**config.mk**
```make
export PLATFORM = sky130hd
export DESIGN_NAME = dss_ctrl
export DESIGN_NICKNAME = d
export VERILOG_FILES = /design/src/rtl/dss_pkg.sv /design/src/rtl/dss_ctrl.sv
export SDC_FILE = /design/constraint.sdc
export NUM_CORES = 1
export LEC_CHECK = 0
export ABC_AREA = 1
export BUFFER_PORTS_ARGS = -buffer_cell sky130_fd_sc_hd__buf_2
export CORE_ASPECT_RATIO = 0.6
export CORE_UTILIZATION = 55
export DETAILED_ROUTE_END_ITERATION = 7
export PLACE_DENSITY = 0.75
export SYNTH_ARGS = -nofsm -noshare
export SYNTH_HDL_FRONTEND = slang
export SYNTH_SLANG_ARGS = --single-unit
```
**constraint.sdc**
```tcl
create_clock -name ref_clk_in -period 5.8 [get_ports ref_clk_in]
set_clock_uncertainty 0.15 [all_clocks]
set_input_delay 0.58 -clock ref_clk_in [delete_from_list [all_inputs] [get_ports ref_clk_in]]
set_output_delay 0.58 -clock ref_clk_in [all_outputs]
set_load 0.02 [all_outputs]
```
**src/rtl/dss_pkg.sv**
```systemverilog
// Package with types and constants of the dual supply select control.
package dss_pkg;

    // ========================================================================
    // Timing.
    localparam int CLK_MHZ     = 100;
    localparam int SETTLE_US   = 10;
    localparam int SETTLE_CYC  = SETTLE_US * CLK_MHZ;
    localparam int HOLD_MS     = 5;
    localparam int HOLD_CYC    = HOLD_MS * 1000 * CLK_MHZ;
    localparam int FILT_WIN_MS = 10;
    localparam int FILT_WIN    = FILT_WIN_MS * 1000 * CLK_MHZ;
    localparam int CNT_W       = 20;
    localparam int SETTLE_W    = 10;

    // ========================================================================
    // Register map.
    localparam int          ADDR_W      = 4;
    localparam logic [3:0]  REG_CTRL    = 4'h0;
    localparam logic [3:0]  REG_STATUS  = 4'h4;
    localparam logic [3:0]  REG_PINS    = 4'h8;
    localparam int          CTRL_HOLD_B = 0;
    localparam logic        CTRL_RESET  = 1'b0;

    // ========================================================================
    // Types.
    typedef enum logic [1:0] {
        MODE_AUTO = 2'b00,
        MODE_NONE = 2'b01,
        MODE_A    = 2'b10,
        MODE_B    = 2'b11
    } dss_mode_t;

    typedef enum logic [1:0] {
        SEL_NONE = 2'b00,
        SEL_A    = 2'b01,
        SEL_B    = 2'b10
    } dss_sel_t;

    typedef struct packed {
        logic a_above_undervoltage_lockout;
        logic b_above_undervoltage_lockout;
        logic a_higher;
        logic limit_a;
        logic limit_b;
        logic overtemp;
        logic a_present;
        logic b_present;
    } dss_sense_t;

    typedef struct packed {
        logic [CNT_W-1:0] run;
        logic [CNT_W-1:0] off;
        logic [CNT_W-1:0] win_cnt;
        logic [CNT_W-1:0] on_cnt;
        logic             flag;
    } dss_filt_t;

endpackage
```
**src/rtl/dss_ctrl.sv**
```systemverilog
// Control logic of a two input supply selector with health and selection flags.
// Behaviour
// Both select pins low: connect higher valid supply.
// Code A low, B high: connect nothing.
// Code A high, B low: connect A if valid.
// Both pins high: connect B if valid.
// Apply new select code 10 us after change.
// Both supplies under lockout: connect nothing.
// No-input mode keeps both switches off.
// Current limit blocks automatic switchover, not manual.
// Limit onset feeds the channel health filter.
// Overtemperature: both switches off, both flags low.
// Flag after 50% duty or 5 ms limit.
// Flag held 5 ms or until duty low.
// Indicator low exactly while its supply connected.
// Both indicators released when nothing connected.
// Flag A released when supply A absent.
// Single line control: A high, B chooses.
// Health flag low while supply under lockout.
// Sensed results enter as synchronous bits.
module dss_ctrl #(
    parameter int HOLD_CYC = dss_pkg::HOLD_CYC,
    parameter int FILT_WIN = dss_pkg::FILT_WIN
) (
    // Clock and reset.
    input  wire logic                      ref_clk_in,
    input  wire logic                      rst_in,
    // Select pins.
    input  wire logic                      select_pin_a_in,
    input  wire logic                      select_pin_b_in,
    // Analog monitor results.
    input  wire dss_pkg::dss_sense_t       sense_in,
    // Channel switches.
    output logic                           switch_a_on_out,
    output logic                           switch_b_on_out,
    // Open-drain selection indicators.
    input  wire logic                      selected_ind_a_n_in,
    output logic                           selected_ind_a_n_out,
    output logic                           selected_ind_a_n_oe_n_out,
    input  wire logic                      selected_ind_b_n_in,
    output logic                           selected_ind_b_n_out,
    output logic                           selected_ind_b_n_oe_n_out,
    // Open-drain health flags.
    input  wire logic                      health_flag_a_n_in,
    output logic                           health_flag_a_n_out,
    output logic                           health_flag_a_n_oe_n_out,
    input  wire logic                      health_flag_b_n_in,
    output logic                           health_flag_b_n_out,
    output logic                           health_flag_b_n_oe_n_out,
    // Register port.
    input  wire logic [dss_pkg::ADDR_W-1:0] reg_addr_in,
    input  wire logic [31:0]               reg_wdata_in,
    input  wire logic                      reg_wr_in,
    input  wire logic                      reg_rd_in,
    output logic [31:0]                    reg_rdata_out
);

    // ========================================================================
    // State.
    typedef struct packed {
        // Select pins as last sampled, and the settling timer.
        logic                           pin_a_q;
        logic                           pin_b_q;
        logic [dss_pkg::SETTLE_W-1:0]   settle;
        logic                           settling;
        // Applied mode and current connection.
        dss_pkg::dss_mode_t             mode;
        dss_pkg::dss_sel_t              sel;
        // Current-limit filters of both channels.
        dss_pkg::dss_filt_t             fa;
        dss_pkg::dss_filt_t             fb;
        // Software control and the read data register.
        logic                           auto_hold;
        logic [31:0]                    rdata;
        // Registered drives of the switches and the open-drain pins.
        logic                           sw_a;
        logic                           sw_b;
        logic                           ind_a_oe_n;
        logic                           ind_b_oe_n;
        logic                           hf_a_oe_n;
        logic                           hf_b_oe_n;
        logic                           od_level;
    } dss_state_t;

    // Counter limits are cut to the counter width on purpose; the parameters
    // must stay below two to the power of the counter width.
    // The settle timer ends on its last count, so the code is applied after
    // exactly the settling count of cycles without a further compare stage.
    localparam logic [dss_pkg::CNT_W-1:0] HOLD_LIM = dss_pkg::CNT_W'(HOLD_CYC);
    localparam logic [dss_pkg::CNT_W-1:0] WIN_LAST = dss_pkg::CNT_W'(FILT_WIN - 1);
    localparam logic [dss_pkg::CNT_W-1:0] WIN_HALF = dss_pkg::CNT_W'(FILT_WIN / 2);
    localparam logic [dss_pkg::SETTLE_W-1:0] SETTLE_LAST =
        dss_pkg::SETTLE_W'(dss_pkg::SETTLE_CYC - 1);

    dss_state_t st;
    dss_state_t next_st;

    // ========================================================================
    // Helpers.

    // Saturating increment, so long quiet periods never wrap a counter.
    function automatic logic [dss_pkg::CNT_W-1:0] sat_inc(
        input logic [dss_pkg::CNT_W-1:0] v
    );
        sat_inc = (v == {dss_pkg::CNT_W{1'b1}}) ? v : v + 1'b1;
    endfunction

    // Status word as software sees it. The layout is kept in one place so
    // that the bench and the software view cannot drift apart inside here.
    function automatic logic [31:0] status_word(
        input dss_state_t s,
        input logic       hot
    );
        status_word      = '0;
        status_word[1:0] = s.mode;
        status_word[3:2] = s.sel;
        status_word[4]   = s.settling;
        status_word[5]   = s.fa.flag;
        status_word[6]   = s.fb.flag;
        status_word[7]   = hot;
    endfunction

    // Pin readback word: the open-drain lines as they stand outside, then
    // the select code as last sampled.
    function automatic logic [31:0] pins_word(
        input logic [3:0] od_pins,
        input logic       pin_a,
        input logic       pin_b
    );
        pins_word      = '0;
        pins_word[3:0] = od_pins;
        pins_word[4]   = pin_a;
        pins_word[5]   = pin_b;
    endfunction

    // One step of the current-limit flag filter. A short spike neither
    // raises nor drops the flag; the window counts duty, the run counts
    // continuous time.
    // Window and run use separate counters: a flag that follows long periods
    // at high duty and a flag that follows one long event must both come up,
    // and either may happen first.
    function automatic dss_pkg::dss_filt_t filt_step(
        input dss_pkg::dss_filt_t f,
        input logic               lim
    );
        dss_pkg::dss_filt_t n;
        logic               win_end;
        logic [dss_pkg::CNT_W-1:0] on_total;
        logic               duty_hi;
        logic               duty_lo;
        n        = f;
        win_end  = (f.win_cnt == WIN_LAST);
        on_total = f.on_cnt + dss_pkg::CNT_W'(lim);
        duty_hi  = win_end && (on_total > WIN_HALF);
        duty_lo  = win_end && !duty_hi;
        n.run    = lim ? sat_inc(f.run) : '0;
        n.off    = lim ? '0 : sat_inc(f.off);
        if (win_end) begin
            n.win_cnt = '0;
            n.on_cnt  = '0;
        end else begin
            n.win_cnt = f.win_cnt + 1'b1;
            n.on_cnt  = on_total;
        end
        if (n.run >= HOLD_LIM || duty_hi) begin
            n.flag = 1'b1;
        end else if (f.flag && (n.off >= HOLD_LIM || duty_lo)) begin
            n.flag = 1'b0;
        end
        filt_step = n;
    endfunction

    // ========================================================================
    // Next state.
    // Intermediate values of the next-state logic; all are set at the top.
    logic     code_changed;
    logic     a_ok;
    logic     b_ok;
    logic     in_limit;
    dss_pkg::dss_sel_t auto_pick;
    dss_pkg::dss_sel_t sel_new;
    logic     hf_a_low;
    logic     hf_b_low;

    always_comb begin
        next_st      = st;
        code_changed = (select_pin_a_in != st.pin_a_q) || (select_pin_b_in != st.pin_b_q);
        a_ok         = sense_in.a_above_undervoltage_lockout;
        b_ok         = sense_in.b_above_undervoltage_lockout;
        in_limit     = sense_in.limit_a || sense_in.limit_b;
        auto_pick    = dss_pkg::SEL_NONE;
        sel_new      = dss_pkg::SEL_NONE;
        hf_a_low     = 1'b0;
        hf_b_low     = 1'b0;

        // ====================================================================
        // Select code settling.
        // Any edge on either pin restarts the wait, so two pins that move a
        // little apart are taken as one change and no passing code is applied.
        next_st.pin_a_q = select_pin_a_in;
        next_st.pin_b_q = select_pin_b_in;
        if (code_changed) begin
            next_st.settling = 1'b1;
            next_st.settle   = '0;
        end else if (st.settling) begin
            if (st.settle == SETTLE_LAST) begin
                next_st.settling = 1'b0;
                next_st.mode     = dss_pkg::dss_mode_t'({st.pin_a_q, st.pin_b_q});
            end else begin
                next_st.settle = st.settle + 1'b1;
            end
        end

        // ====================================================================
        // Selection.
        // Automatic choice of the higher valid supply. The comparator result
        // already carries its hysteresis, so no extra margin is applied here.
        if (a_ok && b_ok) begin
            auto_pick = sense_in.a_higher ? dss_pkg::SEL_A : dss_pkg::SEL_B;
        end else if (a_ok) begin
            auto_pick = dss_pkg::SEL_A;
        end else if (b_ok) begin
            auto_pick = dss_pkg::SEL_B;
        end else begin
            auto_pick = dss_pkg::SEL_NONE;
        end

        // Loading the other supply during a limit event would make the
        // comparator swing back and forth, so a live channel is kept.
        // Only a swap between two valid supplies is held back; losing the
        // lockout level on the live channel still moves the selection.
        if (a_ok && b_ok && st.sel != dss_pkg::SEL_NONE && auto_pick != st.sel
            && (in_limit || st.auto_hold)) begin
            auto_pick = st.sel;
        end

        unique case (st.mode)
            dss_pkg::MODE_AUTO: begin
                sel_new = auto_pick;
            end
            dss_pkg::MODE_NONE: begin
                sel_new = dss_pkg::SEL_NONE;
            end
            dss_pkg::MODE_A: begin
                sel_new = a_ok ? dss_pkg::SEL_A : dss_pkg::SEL_NONE;
            end
            dss_pkg::MODE_B: begin
                sel_new = b_ok ? dss_pkg::SEL_B : dss_pkg::SEL_NONE;
            end
        endcase
        // Overtemperature wins over every mode; the code itself is kept, so
        // the selection comes back on its own once the die has cooled.
        if (sense_in.overtemp) begin
            sel_new = dss_pkg::SEL_NONE;
        end
        next_st.sel  = sel_new;
        next_st.sw_a = (sel_new == dss_pkg::SEL_A);
        next_st.sw_b = (sel_new == dss_pkg::SEL_B);

        // Indicators follow the switches in the same cycle.
        // A released indicator is pulled high outside, which reads as its supply not connected.
        next_st.ind_a_oe_n = (sel_new != dss_pkg::SEL_A);
        next_st.ind_b_oe_n = (sel_new != dss_pkg::SEL_B);

        // ====================================================================
        // Health flags.
        // Lockout and overtemperature act at once; only current limit goes
        // through the filter, since short load spikes must not raise a flag.
        next_st.fa = filt_step(st.fa, sense_in.limit_a);
        next_st.fb = filt_step(st.fb, sense_in.limit_b);
        hf_a_low   = next_st.fa.flag || sense_in.overtemp || !a_ok;
        hf_b_low   = next_st.fb.flag || sense_in.overtemp || !b_ok;
        // The flag logic lives on its own supply; without it the pin floats.
        next_st.hf_a_oe_n = !(hf_a_low && sense_in.a_present);
        next_st.hf_b_oe_n = !(hf_b_low && sense_in.b_present);
        next_st.od_level  = 1'b0;

        // ====================================================================
        // Register port.
        // Read data stand for one cycle only and are zero otherwise, so a bus
        // that ORs several slaves needs no extra select logic.
        next_st.rdata = '0;
        if (reg_wr_in && reg_addr_in == dss_pkg::REG_CTRL) begin
            next_st.auto_hold = reg_wdata_in[dss_pkg::CTRL_HOLD_B];
        end
        if (reg_rd_in) begin
            unique case (reg_addr_in)
                dss_pkg::REG_CTRL: begin
                    next_st.rdata[dss_pkg::CTRL_HOLD_B] = st.auto_hold;
                end
                dss_pkg::REG_STATUS: begin
                    next_st.rdata = status_word(st, sense_in.overtemp);
                end
                dss_pkg::REG_PINS: begin
                    next_st.rdata = pins_word({health_flag_b_n_in, health_flag_a_n_in,
                                               selected_ind_b_n_in, selected_ind_a_n_in},
                                              st.pin_a_q, st.pin_b_q);
                end
                default: next_st.rdata = '0;
            endcase
        end
    end

    // ========================================================================
    // Registers.
    always_ff @(posedge ref_clk_in) begin
        if (rst_in) begin
            // Every drive starts released and no channel is connected, so a
            // reset never glitches a supply onto the output.
            st            <= '0;
            st.mode       <= dss_pkg::MODE_AUTO;
            st.sel        <= dss_pkg::SEL_NONE;
            st.auto_hold  <= dss_pkg::CTRL_RESET;
            st.ind_a_oe_n <= 1'b1;
            st.ind_b_oe_n <= 1'b1;
            st.hf_a_oe_n  <= 1'b1;
            st.hf_b_oe_n  <= 1'b1;
        end else begin
            st <= next_st;
        end
    end

    // ========================================================================
    // Outputs.
    // Every output is a register bit. The open-drain value is always low and
    // only the enables move, so a pin is never driven high; a user must fit
    // a pull-up on every status line.
    assign switch_a_on_out           = st.sw_a;
    assign switch_b_on_out           = st.sw_b;
    assign selected_ind_a_n_out      = st.od_level;
    assign selected_ind_a_n_oe_n_out = st.ind_a_oe_n;
    assign selected_ind_b_n_out      = st.od_level;
    assign selected_ind_b_n_oe_n_out = st.ind_b_oe_n;
    assign health_flag_a_n_out       = st.od_level;
    assign health_flag_a_n_oe_n_out  = st.hf_a_oe_n;
    assign health_flag_b_n_out       = st.od_level;
    assign health_flag_b_n_oe_n_out  = st.hf_b_oe_n;
    assign reg_rdata_out             = st.rdata;

endmodule // dss_ctrl

```
* Yosys cells after proc, flatten, opt, wreduce, memory -nomap -nowiden *
Cells that the tools add are included.

storage, ports and cells
  register bits = 219
  latch bits = 0
  bits in writable memories = 0
  ROM bits = 0
  logic and storage cells = 126
  memories = 0

cells by class
  add/subtract/negate cells = 9
  multiply operators = 0
  divide/modulo/power cells = 0
  order comparisons = 6
  equality and inequality tests = 19
  shifts and indexed selects = 0
  mux-type cells = 25
  bitwise logic cells = 3
  reduce and logical (&&, ||, !) cells = 39

operator list
  operator                                                                                number
  20-bit 2-to-1 mux                                                                       8
  20-bit by 1-bit adder with 20-bit output (second input constant)                        6
  20-bit == test (second input constant)                                                  6
  20-bit by 19-bit greater-or-equal comparator with 1-bit output (second input constant)  4
  20-bit by 1-bit adder with 20-bit output                                                2
  20-bit by 19-bit > comparator with 1-bit output (second input constant)                 2
  7-bit one-hot mux with 2 select lines                                                   1
  1-bit logical AND                                                                       13
  2-bit 2-to-1 mux                                                                        6
  1-bit logical OR                                                                        11
  10-bit by 1-bit adder with 10-bit output (second input constant)                        1
  10-bit == test (second input constant)                                                  1
  2-bit one-hot mux with 4 select lines                                                   1
  2-bit OR reduction                                                                      4
  2-bit == test (second input constant)                                                   3
  1-bit logical NOT                                                                       6
  1-bit 2-to-1 mux                                                                        6
  3-bit 2-to-1 mux                                                                        2
  2-bit by 1-bit == test with 1-bit output (second input constant)                        2
  4-bit by 3-bit == test with 1-bit output (second input constant)                        1
  4-bit == test (second input constant)                                                   1
  4-bit logical NOT                                                                       1
  1-bit NOT                                                                               3
  1-bit one-hot mux with 3 select lines                                                   1
  8 further kinds                                                                         9

* Logic depth before layout (Yosys ltp) *
  depth after elaboration = 13
  gate-level depth with buffers = 19

* Least setup slack after synthesis *
No wires, ideal clock.

  path kind = in2reg
  start point = input port sense_in[3] (netlist name)
  end point = register st (netlist bit health_flag_b_n_oe_n_out)
  setup time = 0.114 ns
  data arrival time = 2.165 ns
  required time = 5.536 ns
  setup slack = 3.372 ns
  cell stages on the path = 14
  buffers on the path = 0
  cells stage by stage = ha_1 -> ha_1 -> nand2_1 -> nor2_4 -> nand3_2 -> nor2_2 -> xnor2_1 -> nand2_1 -> nor2_1 -> nand3_1 -> nand3_1 -> nand3_1 -> nand4_1 -> nand2_1

between the ends
  word-level cells in the longest chain between the ends = 13

ends and longest elaborated chain
  item                                             RTL line         source
  start, declared                                  dss_ctrl.sv:32   input wire dss_pkg::dss_sense_t sense_in,
  20-bit by 1-bit adder with 20-bit output         dss_ctrl.sv:153  on_total = f.on_cnt + dss_pkg::CNT_W'(lim);
  20-bit by 19-bit > comparator with 1-bit output  dss_ctrl.sv:154  duty_hi = win_end && (on_total > WIN_HALF);
  1-bit logical AND                                dss_ctrl.sv:154
  1-bit logical NOT                                dss_ctrl.sv:155  duty_lo = win_end && !duty_hi;
  1-bit logical AND                                dss_ctrl.sv:155
  1-bit logical OR                                 dss_ctrl.sv:167  end else if (f.flag && (n.off >= HOLD_LIM || duty_lo)) begin
  1-bit logical AND                                dss_ctrl.sv:167
  1-bit 2-to-1 mux                                 dss_ctrl.sv:167
  1-bit 2-to-1 mux *                               dss_ctrl.sv:165  if (n.run >= HOLD_LIM || duty_hi) begin
  1-bit logical OR * (2 in a row)                  dss_ctrl.sv:272  hf_b_low = next_st.fb.flag || sense_in.overtemp || !b_ok;
  1-bit logical AND *                              dss_ctrl.sv:275  next_st.hf_b_oe_n = !(hf_b_low && sense_in.b_present);
  1-bit logical NOT *                              dss_ctrl.sv:275
  end signal, assigned                             dss_ctrl.sv:319  st <= next_st;
  end, declared                                    dss_ctrl.sv:95   dss_state_t st;

Mark *: on every way between the ends. The rest lies on a longest branch, timed or not.
A chain may end at the register's enable or synchronous reset.

* Worst setup path after layout *
  start point = input port sense_in[4] (netlist name)
  end point = register st (netlist bit health_flag_a_n_oe_n_out)

between the ends
  word-level cells in the longest chain between the ends = 13

ends and longest elaborated chain
  item                                             RTL line         source
  20-bit by 1-bit adder with 20-bit output         dss_ctrl.sv:153
  20-bit by 19-bit > comparator with 1-bit output  dss_ctrl.sv:154
  1-bit logical AND                                dss_ctrl.sv:154
  1-bit logical NOT                                dss_ctrl.sv:155
  1-bit logical AND                                dss_ctrl.sv:155
  1-bit logical OR                                 dss_ctrl.sv:167
  1-bit logical AND                                dss_ctrl.sv:167
  1-bit 2-to-1 mux                                 dss_ctrl.sv:167
  1-bit 2-to-1 mux *                               dss_ctrl.sv:165
  1-bit logical OR * (2 in a row)                  dss_ctrl.sv:271  hf_a_low = next_st.fa.flag || sense_in.overtemp || !a_ok;
  1-bit logical AND *                              dss_ctrl.sv:274  next_st.hf_a_oe_n = !(hf_a_low && sense_in.a_present);
  1-bit logical NOT *                              dss_ctrl.sv:274

Marked as above.

==> flow_summary_export.csv <==
group,metric,value,unit
final_layout,area_growth,7.285,%
place,dp_hpwl,18280,um
clock_tree,post_cts_buffers,0,
logic_synthesis,ys_ff_latch,194,
logic_synthesis,yosysSeqAreaShare,0.3572,
setup_path,r2r_setup_slack,2810,ps
route,via_per_inst,5.176,
logic_synthesis,syn_area_per_cell,6.549,um^2
final_layout,layout.cells.non_filler,1960,
power_and_ir_drop,p_per_area,225.6,mW/mm^2
route,dr.pass1.iters,5,
clock_tree,cts_hold_buffers,0,
logic_synthesis,synth_edf_count,0,
final_layout,layout.nets,1748,
setup_path,worstPathRequired,5980,ps
logic_synthesis,netlist_area,0.01087,mm^2
setup_path,cp_data_arrival_time,3240,ps
final_layout,layout-drive-gt1-share,0.09032,
power_and_ir_drop,finalPower,2.632,mW
route,wirelength,24920,um
route,drt-initial-drc-count,916,
hold_path,holdPathStages,3,
sta,slew_headroom,0.4347,
clock_tree,cts_num_sinks,194,
clock_tree,tritoncts,"done",
logic_synthesis,synth_ff_type,"dfxtp_1",
setup_path,critPathMaxFanout,28,
sta,period_needed,3059,ps
final_layout,diodes,0,
setup_path,r2r_end,"st[40]$_SDFF_PP0_",
setup_path,rr_startpoint,"st[101]$_SDFF_PP0_",
global_routing,grt_max_degree,62,
place,gp_congestion,0.9139,
run_status,outcome,"complete, no violations",
die,die_h,110.9,um
global_routing,grt_first_pass_wirelength,42390,um
power_and_ir_drop,vdd_drop_max,205.0,uV
route,wl_per_cell,12.72,um
sta,rsz0062_at_grt,"false",
sta,setup_viol,0,
setup_path,start_kind,"input pin",
clock_tree,cts_buffers,17,
power_and_ir_drop,p_leak,4.694,nW
clock_tree,htree_levels,4,
die,start_util,0.5669,
sta,hold_viol_final,0,
sta,max_freq,326.9,MHz
logic_synthesis,synth_cell_types,46,
hold_path,holdCritStartpoint,"select_pin_b_in",
logic_synthesis,yosys_warnings,0,
setup_path,cp_common_cell,"nand2_1",
die,die_w,183.5,um
logic_synthesis,netlist_instances,1660,
final_layout,fillCellCount,1864,
global_routing,grt_usage,0.2543,
hold_path,worstHoldPathType,"input pin to flip-flop",
clock_tree,cts.repair.resized,0,
route,vias,10150,
sta,setup_tns,0,ps
setup_path,cp_slowest_stage_delay,470,ps
final_layout,final_util,0.6082,
logic_synthesis,synthArstFlopShare,0,
clock_tree,cts.reportedPaths.clkPinSlew,70,ps
place,dp.cells,1930,
die,rows,39,
global_routing,antenna_found_initial,0,
setup_path,path_cells,"buf_2, ha_1, ha_1, nand2_1, nor2_1, nand2_1, nor2_1, nand2_1, nand2_1, nand2_1, nor2_1, nand3_1, nand3_1, nand3_1, nand2_1, inv_2, nand3_1, nand2_1",
global_routing,grt_remaining_overflow,0,
route,antenna_left,0,
setup_path,cp_slowest_cell,"buf_2",
sta,worst_slew_pin_slew,841.5,ps
global_routing,grt_pass1_vias,9011,
die,design.die.area,0.02035,mm^2
hold_path,hold_end,"st[217]$_SDFF_PP0_",
flow_run,cap_violations,0,
setup_path,reg2reg_depth,16,
place,portBuffers,36,
route,drcViolationCount,0,
clock_tree,clock-root-buffer,"clkbuf_16",
setup_path,critPathCaptureType,"flip-flop",
clock_tree,clockBufferDepth,2,
die,io_pins,96,
sta,slew_viol_final,0,
sta,period_share,0.5274,
die,coreArea,0.01918,mm^2
clock_tree,insertion_delay,440,ps
setup_path,critical_path_class,"input pin to flip-flop",
[power by group]
part / leakage [nW] / internal, mW / switching (mW)
Combinational: 2.84 / 0.0274 / 0.0835
Sequential: 1.57 / 1.35 / 0.0105
Clock: 0.283 / 0.654 / 0.511
[synth_stat cells, types with 12 or more instances]
master / number / area share
xor2_1: 21 / 0.017
inv_1: 187 / 0.065
dfxtp_1: 194 / 0.36
nand2_1: 400 / 0.14
nor2_1: 292 / 0.10
nand3b_1: 12 / 0.0083
nand3_1: 125 / 0.058
buf_4: 37 / 0.026
nor2_2: 20 / 0.012
o21ai_0: 39 / 0.018
nand2_2: 13 / 0.0075
nand4_1: 44 / 0.025
nor3_1: 48 / 0.022
a21oi_1: 61 / 0.028
xnor2_1: 27 / 0.022
nand3_2: 12 / 0.011
[stage by stage]
step           hold slack (ps)  worst slack, ps  cell area (um^2)
3_5_place_dp             288.0             2329             11100
6_report                 213.1             2741             11660
2_1_floorplan            267.5             3372             10970
4_1_cts                  201.1             2784             11660
3_3_place_gp             283.4             2365             11100
5_1_grt                  206.0             2456             11660
[state kept, by name, summed over array words and instances, names as in the netlist]
register                   count
st                           180
selected_ind_a_n_oe_n_out      1
switch_b_on_out                1
selected_ind_b_n_oe_n_out      1
switch_a_on_out                1
health_flag_a_n_oe_n_out       1
reg_rdata_out                  8
health_flag_b_n_oe_n_out       1
[final cells by class]
cell class | count | area (um^2) | share of cell area
clock buffers | 21 | 460.4 | 0.03948
multi-input cells | 1231 | 5927 | 0.5082
inverters | 200 | 750.7 | 0.06436
well taps | 266 | 332.8 | 0.02853
repair buffers | 39 | 202.7 | 0.01738
clock inverters | 9 | 106.4 | 0.009118
flip-flops and latches | 194 | 3884 | 0.3330
[how the worst max path moves through the flow]
stage | startpoint | cells past startpoint | slack (ps) | to
3_3_place_gp | sense_in[4] | 18 | 2360 | health_flag_a_n_oe_n_out$_SDFF_PP1_
5_1_grt | sense_in[4] | 18 | 2460 | health_flag_a_n_oe_n_out$_SDFF_PP1_
6_report | sense_in[4] | 18 | 2740 | health_flag_a_n_oe_n_out$_SDFF_PP1_
4_1_cts | sense_in[4] | 18 | 2780 | health_flag_a_n_oe_n_out$_SDFF_PP1_
2_1_floorplan | sense_in[3] | 14 | 3370 | health_flag_b_n_oe_n_out$_SDFF_PP1_
3_5_place_dp | sense_in[4] | 18 | 2330 | health_flag_a_n_oe_n_out$_SDFF_PP1_
[worst max-delay path, delay by kind of cell]
kind	cells	cell delay (ps)
adders and majority gates	2	530
buffers and inverters	2	510
and+or+nand+nor	14	1610
[layout by cell type (no fill, tap or decap), types with 17 or more instances in the layout]
cell type and n:
o21ai_0 39, dfxtp_1 194, nor2_1 292, clkbuf_16 17
xnor2_1 27, inv_1 187, conb_1 28, xor2_1 21
nand4_1 44, nand3_1 125, nor3_1 48, a21oi_1 61
buf_2 36, nor2_2 20, nand2_1 400
[metal layers]
metal | vias up | global-route usage | share of wire
li1 | 5283 | - | -
met1 | 4523 | 0.3838 | 0.52
met2 | 316 | 0.3523 | 0.39
met3 | 23 | 0.06012 | 0.077
met4 | 0 | 0.07500 | 0.014
met5 | - | 0 | 0
[cells by family (layout without fill, tap and decap cells)]
group	count (synthesis)	count (layout)	synth area share
compound gates	131	131	0.06664
xor+xnor	48	48	0.03867
fa+ha+maj	11	11	0.01266
buf+inv	262	269	0.1069
flops	194	194	0.3572
other cells	1	28	0.0003449
simple gates	1013	1013	0.4175
Power figures use the tool's default switching activity.
